==> src/rtl/i2c_switch_pkg.sv <==
// Shared constants and carrier types for the two-wire switch control port.
package i2c_switch_pkg;

    localparam int ADDR_W     = 7;
    localparam int BYTE_W     = 8;
    localparam int CHAN_W     = 4;
    localparam int BIT_CNT_W  = 4;
    localparam logic [BIT_CNT_W-1:0] ACK_SLOT = 4'h8;
    localparam logic [BIT_CNT_W-1:0] LAST_BIT = 4'h7;
    localparam logic [CHAN_W-1:0]    CHAN_RST = 4'h0;
    localparam logic                 DIR_WRITE = 1'b0;
    localparam int SYNC_STAGES = 3;

    // Serial line levels as seen by the slave after filtering.
    typedef struct packed {
        logic scl;
        logic sda;
    } line_s;

    // Toggle-based event carried from the link domain to the system domain.
    typedef struct packed {
        logic            tog;
        logic [CHAN_W-1:0] chan;
    } commit_s;

endpackage : i2c_switch_pkg

==> src/rtl/i2c_switch_port.sv <==
// Two-wire slave port that loads the channel-select value of a bus switch.
`timescale 1ns/1ps
module i2c_switch_port #(
    parameter logic [i2c_switch_pkg::ADDR_W-1:0] OWN_ADDR = 7'h70
) (
    // System clock domain
    input  wire logic                              mclk,
    input  wire logic                              rst,
    // Link clock domain (serial clock pin)
    input  wire logic                              sclClk,
    // Serial data pin
    input  wire logic                              sdaIn,
    output logic                                   sdaOut,
    output logic                                   sdaOe,
    // Active channel selection
    output logic [i2c_switch_pkg::CHAN_W-1:0]      chanSel
);

    ////////////////////////////////////////////////////////////////////////
    // Start and stop detection on the system clock, sampled line levels.

    typedef enum logic [2:0] {IDLE, ADDR, ADDR_ACK, WR_DATA, WR_ACK, RD_DATA,
                              RD_ACK, IGNORE} port_e;

    i2c_switch_pkg::line_s line, lineQ;
    i2c_switch_pkg::line_s pinLevel;
    logic startEv, stopEv;

    assign pinLevel = '{scl: sclClk, sda: sdaIn};

    line_sync u_sync (
        .clk     (mclk),
        .rst     (rst),
        .pinIn   (pinLevel),
        .lineOut (line)
    );

    always_ff @(posedge mclk) begin
        if (rst) begin
            lineQ <= '1;
        end else begin
            lineQ <= line;
        end
    end

    assign startEv = line.scl && lineQ.scl && lineQ.sda && !line.sda;
    assign stopEv  = line.scl && lineQ.scl && !lineQ.sda && line.sda;

    logic sclRise, sclFall;
    assign sclRise = line.scl && !lineQ.scl;
    assign sclFall = !line.scl && lineQ.scl;

    ////////////////////////////////////////////////////////////////////////
    // Byte engine. The link clock is observed through the synchroniser so
    // that START and STOP, which happen while it stands high, are seen.

    port_e state_q;
    logic [i2c_switch_pkg::BIT_CNT_W-1:0] bitCnt_q;
    logic [i2c_switch_pkg::BYTE_W-1:0]    shift_q;
    logic [i2c_switch_pkg::CHAN_W-1:0]    pend_q;
    logic                                 pendValid_q;
    logic                                 ackSeen_q;

    function automatic logic addrHit(input logic [7:0] b);
        return b[7:1] == OWN_ADDR;
    endfunction : addrHit

    always_ff @(posedge mclk) begin
        if (rst) begin
            state_q  <= IDLE;
            bitCnt_q <= '0;
            shift_q  <= '0;
        end else if (startEv) begin
            state_q  <= ADDR;
            bitCnt_q <= '0;
        end else if (stopEv) begin
            state_q  <= IDLE;
        end else begin
            unique case (state_q)
                IDLE, IGNORE: begin
                    bitCnt_q <= '0;
                end
                ADDR, WR_DATA: begin
                    if (sclRise) begin
                        shift_q  <= {shift_q[6:0], line.sda};
                        bitCnt_q <= bitCnt_q + 4'h1;
                    end
                    if (sclFall && bitCnt_q == i2c_switch_pkg::ACK_SLOT) begin
                        bitCnt_q <= '0;
                        if (state_q == WR_DATA) begin
                            state_q <= WR_ACK;
                        end else if (addrHit(shift_q)) begin
                            state_q <= ADDR_ACK;
                        end else begin
                            state_q <= IGNORE;
                        end
                    end
                end
                ADDR_ACK: begin
                    if (sclFall) begin
                        state_q <= (shift_q[0] == i2c_switch_pkg::DIR_WRITE) ?
                                   WR_DATA : RD_DATA;
                        shift_q <= {i2c_switch_pkg::CHAN_RST, chanSel};
                    end
                end
                WR_ACK: begin
                    if (sclFall) begin
                        state_q <= WR_DATA;
                    end
                end
                RD_DATA: begin
                    if (sclFall) begin
                        if (bitCnt_q == i2c_switch_pkg::LAST_BIT) begin
                            bitCnt_q <= '0;
                            state_q  <= RD_ACK;
                        end else begin
                            bitCnt_q <= bitCnt_q + 4'h1;
                            shift_q  <= {shift_q[6:0], 1'b0};
                        end
                    end
                end
                RD_ACK: begin
                    if (sclFall) begin
                        state_q <= ackSeen_q ? RD_DATA : IGNORE;
                        shift_q <= {i2c_switch_pkg::CHAN_RST, chanSel};
                    end
                end
            endcase
        end
    end

    // Master acknowledge on a read is sampled on the ninth rising edge.
    always_ff @(posedge mclk) begin
        if (rst) begin
            ackSeen_q <= 1'b0;
        end else if (state_q == RD_ACK && sclRise) begin
            ackSeen_q <= !line.sda;
        end
    end

    ////////////////////////////////////////////////////////////////////////
    // Data pin drive. Changes happen two cycles after a detected falling clock, or one cycle after a start or stop.

    always_ff @(posedge mclk) begin
        if (rst) begin
            sdaOe <= 1'b0;
        end else begin
            unique case (state_q)
                ADDR_ACK, WR_ACK: sdaOe <= !stopEv && !startEv;
                RD_DATA:          sdaOe <= !shift_q[7] && !stopEv && !startEv;
                default:          sdaOe <= 1'b0;
            endcase
        end
    end

    always_ff @(posedge mclk) begin
        sdaOut <= 1'b0;
    end

    ////////////////////////////////////////////////////////////////////////
    // Pending selection; later bytes overwrite earlier ones.

    always_ff @(posedge mclk) begin
        if (rst) begin
            pend_q      <= i2c_switch_pkg::CHAN_RST;
            pendValid_q <= 1'b0;
        end else if (startEv) begin
            pendValid_q <= 1'b0;
        end else if (state_q == WR_DATA && sclFall
                     && bitCnt_q == i2c_switch_pkg::ACK_SLOT) begin
            pend_q      <= shift_q[i2c_switch_pkg::CHAN_W-1:0];
            pendValid_q <= 1'b1;
        end else if (stopEv) begin
            pendValid_q <= 1'b0;
        end
    end

    always_ff @(posedge mclk) begin
        if (rst) begin
            chanSel <= i2c_switch_pkg::CHAN_RST;
        end else if (stopEv && pendValid_q) begin
            chanSel <= pend_q;
        end
    end

    ////////////////////////////////////////////////////////////////////////
    // Checks.

    AST_IDLE_RELEASED: assert property (@(posedge mclk) disable iff (rst)
        (state_q == IDLE || state_q == IGNORE) |=> !sdaOe)
        else $error("Data line driven while not addressed.");

    AST_SEL_ONLY_STOP: assert property (@(posedge mclk) disable iff (rst)
        !stopEv |=> $stable(chanSel))
        else $error("Channel selection changed without a stop.");

    AST_ACK_DRIVE: assert property (@(posedge mclk) disable iff (rst)
        (state_q == ADDR_ACK && !startEv && !stopEv) |=> sdaOe)
        else $error("Address acknowledge not driven.");

    AST_SEL_LOAD: assert property (@(posedge mclk) disable iff (rst)
        (stopEv && pendValid_q) |=> chanSel == $past(pend_q))
        else $error("Channel selection not loaded at stop.");

    AST_START_ADDR: assert property (@(posedge mclk) disable iff (rst)
        startEv |=> state_q == ADDR && bitCnt_q == 4'h0)
        else $error("Start not followed by address phase.");

    AST_WR_ACK: assert property (@(posedge mclk) disable iff (rst)
        (state_q == WR_ACK && !startEv && !stopEv) |=> sdaOe)
        else $error("Write byte not acknowledged.");

    AST_NACK_END: assert property (@(posedge mclk) disable iff (rst)
        (state_q == RD_ACK && sclFall && !ackSeen_q && !startEv && !stopEv)
        |=> state_q == IGNORE)
        else $error("Read continued after not-acknowledge.");

    AST_STABLE_HIGH: assert property (@(posedge mclk) disable iff (rst)
        (line.scl && lineQ.scl && state_q == RD_DATA && !startEv && !stopEv)
        |=> $stable(sdaOe))
        else $error("Data changed while clock high.");

    AST_DIR: assert property (@(posedge mclk) disable iff (rst)
        (state_q == ADDR_ACK && sclFall && !startEv && !stopEv && shift_q[0])
        |=> state_q == RD_DATA)
        else $error("Read direction not honoured.");

endmodule : i2c_switch_port

==> src/rtl/line_sync.sv <==
// Three-stage synchroniser for the serial lines with agreement filtering.
`timescale 1ns/1ps
module line_sync #(
    parameter int STAGES = i2c_switch_pkg::SYNC_STAGES
) (
    // Clock and reset
    input  wire logic                  clk,
    input  wire logic                  rst,
    // Raw pins and filtered levels
    input  wire i2c_switch_pkg::line_s pinIn,
    output i2c_switch_pkg::line_s      lineOut
);

    i2c_switch_pkg::line_s stage_q [STAGES];

    // The first stage feeds only the second; a level is accepted once the
    // last two stages agree, so one metastable sample never leaks through.
    always_ff @(posedge clk) begin
        if (rst) begin
            for (int i = 0; i < STAGES; i++) begin
                stage_q[i] <= '1;
            end
            lineOut <= '1;
        end else begin
            stage_q[0] <= pinIn;
            for (int i = 1; i < STAGES; i++) begin
                stage_q[i] <= stage_q[i-1];
            end
            if (stage_q[STAGES-1].scl == stage_q[STAGES-2].scl) begin
                lineOut.scl <= stage_q[STAGES-1].scl;
            end
            if (stage_q[STAGES-1].sda == stage_q[STAGES-2].sda) begin
                lineOut.sda <= stage_q[STAGES-1].sda;
            end
        end
    end

endmodule : line_sync

==> config.mk <==
export PLATFORM = sky130hd
export DESIGN_NAME = i2c_switch_port
export DESIGN_NICKNAME = d
export VERILOG_FILES = /design/src/rtl/i2c_switch_pkg.sv /design/src/rtl/i2c_switch_port.sv /design/src/rtl/line_sync.sv
export SDC_FILE = /design/constraint.sdc
export NUM_CORES = 1
export LEC_CHECK = 0
export ABC_AREA = 1
export BUFFER_PORTS_ARGS = -buffer_cell sky130_fd_sc_hd__buf_2
export CAP_MARGIN = 20
export CORE_ASPECT_RATIO = 0.8
export CORE_MARGIN = 10
export CORE_UTILIZATION = 43
export CTS_CLUSTER_SIZE = 40
export DETAILED_ROUTE_END_ITERATION = 16
export PLACE_DENSITY_LB_ADDON = 0.1
export SLEW_MARGIN = 20
export SYNTH_ARGS = -nofsm -noshare
export SYNTH_HDL_FRONTEND = slang
export SYNTH_SLANG_ARGS = --single-unit
==> constraint.sdc <==
create_clock -name mclk -period 2.1 [get_ports mclk]
set_clock_uncertainty 0.2 [all_clocks]
set_input_delay 0.42 -clock mclk [delete_from_list [all_inputs] [get_ports mclk]]
set_output_delay 0.42 -clock mclk [all_outputs]
set_load 0.05 [all_outputs]
==> summary.log, run 1 <==
qor: layout.finish.cell_count_without_fillers 315
qor: run.cap_violations 0
qor: synthesis.synth_enable_flop_cells 0
qor: grt.antenna_found_initial 0
qor: clock_network.number_of_buffers_added_by_the_clock_tree_synthesis_step 5
qor: synthesis.synth-warning-count 0
qor: timing.report.final.hold_viol_count 0
qor: clock_network.numClockSinks 36
qor: timing.setup_viol 0
qor: clock_network.worst_skew_pair.late_latency 280 ps
qor: clock_network.tritoncts built
qor: synthesis.dominant_register_cell_in_the_synthesized_netlist sky130_fd_sc_hd__dfxtp_1
qor: synthesis.netlist_instances 246
qor: synthesis.syn-cell-area 0.00171 mm^2
qor: detailed_routing.drtAntennaViolNets 0
qor: timing.achievable-frequency 545 MHz
qor: worst_setup_path.r2r_setup_slack 260 ps
qor: worst_setup_path.crit_arrival 1820 ps
qor: min_path.whs_endpoint u_sync.stage_q[0][0]
qor: synthesis.synthesis.area_per_instance 6.97 um^2
qor: grt.grt_overflow 0
qor: place.placer_congestion_estimate 0.892
qor: die.die_y 76.5 um
qor: grt.track_usage 10.8%
qor: grt.maximum_number_of_pins_on_one_net_before_global_route_repair 17
qor: detailed_routing.dr.pass1.iters 4
qor: detailed_routing.drc 0
qor: place.port-buffer-count 8
qor: outcome.status finished, final reports clean
qor: min_path.whs_path_depth 2
qor: timing.timing.hold.ws 111 ps
qor: worst_setup_path.critical_path.max_stage_delay 420 ps
qor: layout.most_common_library_cell_in_the_layout_ignoring_fill_and_taps sky130_fd_sc_hd__nand2_1
qor: worst_setup_path.worstSetupStartpointType register
qor: grt.first_pass_grt_wire_length 6.28 mm
qor: worst_setup_path.critical_path_required 2090 ps
qor: layout.antenna_cells 0
qor: die.fp.dieArea 0.00693 mm^2
qor: die.start_util 44.8%
qor: timing.fin_tns_setup 0 ps
qor: worst_setup_path.reg2reg_from state_q[0]
qor: clock_network.cts-root-buf sky130_fd_sc_hd__clkbuf_8
qor: synthesis.synth_nets 252
qor: worst_setup_path.cp_num_buf_inv 2
qor: clock_network.clk_pin_slew_worst_paths 70 ps
qor: timing.finalCritPeriodShare 87.4%
qor: worst_setup_path.worst_path_most_repeated_cell sky130_fd_sc_hd__nand2_1
qor: timing.grt_setup_unrepaired no
qor: power.total_leakage_power 0.863 nW
qor: layout.synthToLayoutAreaGrowth 12.6%
qor: worst_setup_path.critical_path_class register to register
qor: worst_setup_path.largest_fanout_on_the_critical_path 15
qor: place.post-dp-hpwl 2.73 mm
qor: layout.final_layout_size_suffix_gt1_share 13.5%
qor: die.die_wd 90.6 um
qor: detailed_routing.vias 1483
qor: layout.layout_common_cells sky130_fd_sc_hd__nand2_1, sky130_fd_sc_hd__dfxtp_1, sky130_fd_sc_hd__nor2_1
qor: worst_setup_path.critical_path.top_delay_family simple AND/OR/NAND/NOR gates
qor: die.pin_count 10
qor: detailed_routing.wirelength 3.70 mm
qor: power.peak_supply_drop 448 uV
qor: detailed_routing.vias_per_cell 4.71
qor: synthesis.synth_sequential_area_ratio 42.0%
qor: detailed_routing.detail_route.wl_per_cell 11.7 um
qor: synthesis.synth.lib_cells_used.distinct 29
qor: clock_network.post_cts.resized_instances 0
qor: grt.grt_pass1_vias 1364
qor: clock_network.htreeDepth 2
qor: power.power_density 898 mW/mm^2
qor: power.total_power 0.00173 W
qor: clock_network.cts_hold_buffers 0
qor: worst_setup_path.regToRegEndpoint shift_q[1]
qor: die.placement_rows 20
qor: timing.post-route-min-period 1840 ps
qor: clock_network.postCtsSetupBuffers 0
qor: worst_setup_path.crit_path_end_kind register
qor: place.post-place-cells 307
qor: worst_setup_path.r2r_cells 9
qor: timing.timing.final.max_slew_violations 0
qor: min_path.worstHoldStart sdaIn
qor: clock_network.clk_path_buf_depth 2
qor: worst_setup_path.crit_slowest_cell sky130_fd_sc_hd__dfxtp_1
qor: die.fp.coreArea 0.00383 mm^2
qor: worst_setup_path.critical_path.cell_chain inv_2, nand2_4, inv_1, nand2_1, nand3_1, nor2_2, nand3b_1, nand2_1, nor2_1
qor: synthesis.postSynth.asyncResetShare 0%
qor: layout.num-nets-final 265
qor: detailed_routing.drt_first_iter_violations 73
qor: synthesis.yosys_register_bits 36
qor: min_path.hold_path_class input pin to register
-- worst max path at each step --
stage | from | endpoint | slack, ps | cells after the start
after floorplan | bitCnt_q[0] | bitCnt_q[0] | 570 | 10
after global placement | state_q[0] | shift_q[7] | 350 | 9
after detailed placement | state_q[0] | shift_q[7] | 320 | 9
after CTS | state_q[0] | shift_q[1] | 310 | 9
after global routing | lineQ[1] | state_q[0] | 100 | 10
final | state_q[0] | shift_q[1] | 260 | 9
-- sequential cells by signal, indices dropped and copies added, names as in the netlist --
signal	flops
shift_q	8
u_sync.stage_q	6
bitCnt_q	4
chanSel	4
pend_q	4
state_q	3
lineQ	2
u_sync.lineOut	2
ackSeen_q	1
pendValid_q	1
sdaOe	1
-- cell type report --
cell class / instances / area [um^2]
fillers: 400 / 1900
clock buffers: 5 / 68.8
inverters: 30 / 113
repair buffers: 10 / 55.1
multi-input cells: 176 / 862
well taps: 55 / 68.8
flip-flops and latches: 36 / 721
clock inverters: 3 / 42.5
-- Yosys cell counts (2+ instances only) --
master                     count  share of area, %
sky130_fd_sc_hd__o21ai_0      18               5.3
sky130_fd_sc_hd__nand3b_1      4               1.8
sky130_fd_sc_hd__inv_1        27               5.9
sky130_fd_sc_hd__o21bai_1      2              0.88
sky130_fd_sc_hd__a21oi_1      15               4.4
sky130_fd_sc_hd__inv_2         3              0.66
sky130_fd_sc_hd__or2_2         6               2.2
sky130_fd_sc_hd__nand2_1      59                13
sky130_fd_sc_hd__nor2_1       35               7.7
sky130_fd_sc_hd__nand4_1       2              0.73
sky130_fd_sc_hd__nand3_1      18               5.3
sky130_fd_sc_hd__clkbuf_1      3              0.66
sky130_fd_sc_hd__ha_1          2               1.5
sky130_fd_sc_hd__nor3_1        2              0.58
sky130_fd_sc_hd__dfxtp_1      36                42
-- power breakdown --
part	total [W]	switching [W]	internal, W
Sequential	0.000787	0.0000491	0.000738
Clock	0.000608	0.000257	0.000351
Combinational	0.000338	0.000219	0.000119
Total	0.00173	0.000526	0.00121
-- worst register-to-register path, cell delays in order, from the launching register on --
cell,delay (ps)
sky130_fd_sc_hd__dfxtp_1,420
sky130_fd_sc_hd__inv_2,100
sky130_fd_sc_hd__nand2_4,160
sky130_fd_sc_hd__inv_1,90
sky130_fd_sc_hd__nand2_1,70
sky130_fd_sc_hd__nand3_1,150
sky130_fd_sc_hd__nor2_2,320
sky130_fd_sc_hd__nand3b_1,120
sky130_fd_sc_hd__nand2_1,80
sky130_fd_sc_hd__nor2_1,40
-- cell families (layout without fill, tap and decap cells) --
group           Yosys count  in the layout  share of synthesized area (%)
simple gates            133            133                           35.7
flops                    36             36                           42.0
xor+xnor                  2              2                           1.02
other cells               1              1                          0.219
buf+inv                  34             48                           7.66
fa+ha+maj                 2              2                           1.46
compound gates           38             38                           11.9
-- per-stage QoR --
stage               worst slack [ps]  utilization [%]  area [um^2]
finish                           265             50.4         1930
global route                     104             50.4         1930
CTS                              306             50.4         1930
detailed placement               320             47.5         1820
global placement                 352             47.5         1820
floorplan                        567                -         1710
-- layer usage --
metal	global-route usage, %	routed length [um]	share of wire, %	vias up
met5	0	0	0	-
met4	3.81	22	0.59	0
met3	2.95	145	3.9	2
met2	15.5	1480	40	26
met1	14.9	2050	55	646
li1	-	-	-	809
Note: power is estimated with default switching activity, not from simulation.
==> run 2, diff against run 1 <==
BUFFER_PORTS_ARGS = unset   (was -buffer_cell sky130_fd_sc_hd__buf_2)
DONT_BUFFER_PORTS = 1   (was unset)
SKIP_LAST_GASP = 1   (was unset)
==> run 2 against run 1 <==
Non-clock buffer count is 5 lower. Combinational power is 4% lower. Via count is 0.74% lower. Die area stayed put. Clock power is 1% lower. Sequential power is 1% higher. Design area is 0.78% lower. Worst hold slack worse by 79 ps.
==> summary.log, run 2 (synthesis results as in run 1) <==
qor: outcome.status finished, final reports clean
qor: detailed_routing.detail_route.wl_per_cell 11.8 um
qor: worst_setup_path.critical_path_class register to register
qor: layout.top_regs shift_q: 8 flops, u_sync.stage_q: 6 flops
qor: die.die_wd 90.6 um
qor: layout.most_common_library_cell_in_the_layout_ignoring_fill_and_taps sky130_fd_sc_hd__nand2_1
qor: detailed_routing.drc 0
qor: place.post-place-cells 301
qor: timing.post-route-min-period 1800 ps
qor: place.port-buffer-count 0
qor: timing.setup_viol 0
qor: die.pin_count 10
qor: grt.grt_pass1_vias 1362
qor: min_path.whs_path_depth 1
qor: worst_setup_path.reg2reg_from state_q[0]
qor: clock_network.clk_path_buf_depth 2
qor: place.post-dp-hpwl 2.75 mm
qor: power.total_leakage_power 0.838 nW
qor: detailed_routing.drt_first_iter_violations 99
qor: detailed_routing.drtAntennaViolNets 0
qor: worst_setup_path.critical_path.cell_chain inv_2, nand2_4, inv_1, nand2_1, nand3_1, nor2_2, nand3_1, nand2_1, nor2_1
qor: detailed_routing.vias_per_cell 4.75
qor: die.die_y 76.5 um
qor: timing.timing.final.max_slew_violations 0
qor: layout.max_reg_flops 8
qor: grt.track_usage 11.2%
qor: grt.maximum_number_of_pins_on_one_net_before_global_route_repair 16
qor: layout.count_of_fill_cells_added_during_filler_insertion 394
qor: layout.num-nets-final 260
qor: power.power_density 898 mW/mm^2
qor: clock_network.htreeDepth 2
qor: timing.report.final.hold_viol_count 0
qor: worst_setup_path.r2r_cells 9
qor: grt.first_pass_grt_wire_length 6.49 mm
qor: worst_setup_path.crit_path_end_kind register
qor: layout.layout_common_cells sky130_fd_sc_hd__nand2_1, sky130_fd_sc_hd__dfxtp_1, sky130_fd_sc_hd__nor2_1
qor: timing.slew_headroom 60.1%
qor: clock_network.numClockSinks 36
qor: place.placed_area 0.00179 mm^2
qor: die.start_util 44.8%
qor: clock_network.worst_skew_pair.late_latency 280 ps
qor: worst_setup_path.largest_fanout_on_the_critical_path 15
qor: min_path.worstHoldStart sdaIn
qor: power.peak_supply_drop 440 uV
qor: worst_setup_path.worstSetupStartpointType register
qor: clock_network.cts-root-buf sky130_fd_sc_hd__clkbuf_8
qor: clock_network.number_of_buffers_added_by_the_clock_tree_synthesis_step 5
qor: grt.grt_overflow 0
qor: layout.finish.cell_count_without_fillers 310
qor: timing.fin_tns_setup 0 ps
qor: timing.finalCritPeriodShare 85.9%
qor: place.placer_congestion_estimate 0.886
qor: worst_setup_path.crit_arrival 1790 ps
qor: die.fp.dieArea 0.00693 mm^2
qor: timing.achievable-frequency 554 MHz
qor: clock_network.tritoncts built
qor: detailed_routing.dr.pass1.iters 4
qor: clock_network.postCtsSetupBuffers 0
qor: layout.regMostFlops shift_q
qor: timing.worstMarginPinSlew 598 ps
qor: min_path.hold_path_class input pin to register
qor: worst_setup_path.crit_slowest_cell sky130_fd_sc_hd__dfxtp_1
qor: worst_setup_path.critical_path.max_stage_delay 400 ps
qor: die.fp.coreArea 0.00383 mm^2
qor: worst_setup_path.critical_path_required 2080 ps
qor: die.placement_rows 20
qor: clock_network.clk_pin_slew_worst_paths 70 ps
qor: worst_setup_path.launch_point_of_the_worst_path state_q[0]
qor: run.cap_violations 0
qor: layout.final_layout_size_suffix_gt1_share 11.4%
qor: layout.synthToLayoutAreaGrowth 11.8%
qor: timing.grt_setup_unrepaired no
qor: detailed_routing.vias 1472
qor: layout.fin_area 0.00192 mm^2
qor: timing.timing.hold.ws 32.0 ps
qor: layout.antenna_cells 0
qor: detailed_routing.wirelength 3.65 mm
qor: grt.antenna_found_initial 0
## run 2: cell types whose count changed in the layout (fill, tap and decap cells not counted)
cell                            before  now
sky130_fd_sc_hd__buf_2               8    0
sky130_fd_sc_hd__buf_4               2    4
sky130_fd_sc_hd__dlygate4sd3_1       0    1
## run 2: final timing paths
path,end,slack (ps)
min reg2reg,u_sync.stage_q[0][2],210
max,shift_q[7],300
max reg2reg,shift_q[7],300
min,u_sync.stage_q[0][0],30
## run 2: final cells by class
class,count,area (um^2),area share [%]
tap,55,68.8,3.59
clock inverter,3,42.5,2.22
inverter,30,113,5.88
clock buffer,5,68.8,3.59
timing repair buffer,5,40.0,2.09
multi-input combinational,176,862,45.0
sequential,36,721,37.6
## run 2: timing repair
action | in CTS | in global routing
hold endpoints to repair | 1 | 0
hold buffers | 1 | 0
gates resized for setup | 0 | 0
## run 2: layer usage
layer	share of wire, %	GRT usage (%)	routed length (um)	vias to the layer above
met2	41	15.9	1510	27
met3	4.8	3.35	177	4
met5	0	0	0	-
li1	-	-	-	798
met1	53	15.4	1930	643
met4	1.0	3.97	37	0
## run 2: power by group
part / switching [W] / leakage (nW) / internal, W
registers: 0.0000576 / 0.292 / 0.000738
logic: 0.000205 / 0.492 / 0.000117
clock network: 0.000250 / 0.0541 / 0.000351
total: 0.000513 / 0.838 / 0.00121
## run 2: stage by stage
| step | power (W) | worst slack, ps | util (%) |
|---|---|---|---|
| floorplan | 0.00107 | 567 | - |
| global placement | 0.00113 | 333 | 46.9 |
| detailed placement | 0.00113 | 296 | 46.9 |
| CTS | 0.00175 | 280 | 50.0 |
| global route | 0.00183 | 115 | 50.0 |
| finish | 0.00172 | 295 | 50.0 |
## run 2: critical path, delay by kind of cell, from the launching register on
kind | cells | cell delay, ps
buffers and inverters | 2 | 190
flip-flops | 1 | 400
AND/OR/NAND/NOR | 7 | 910
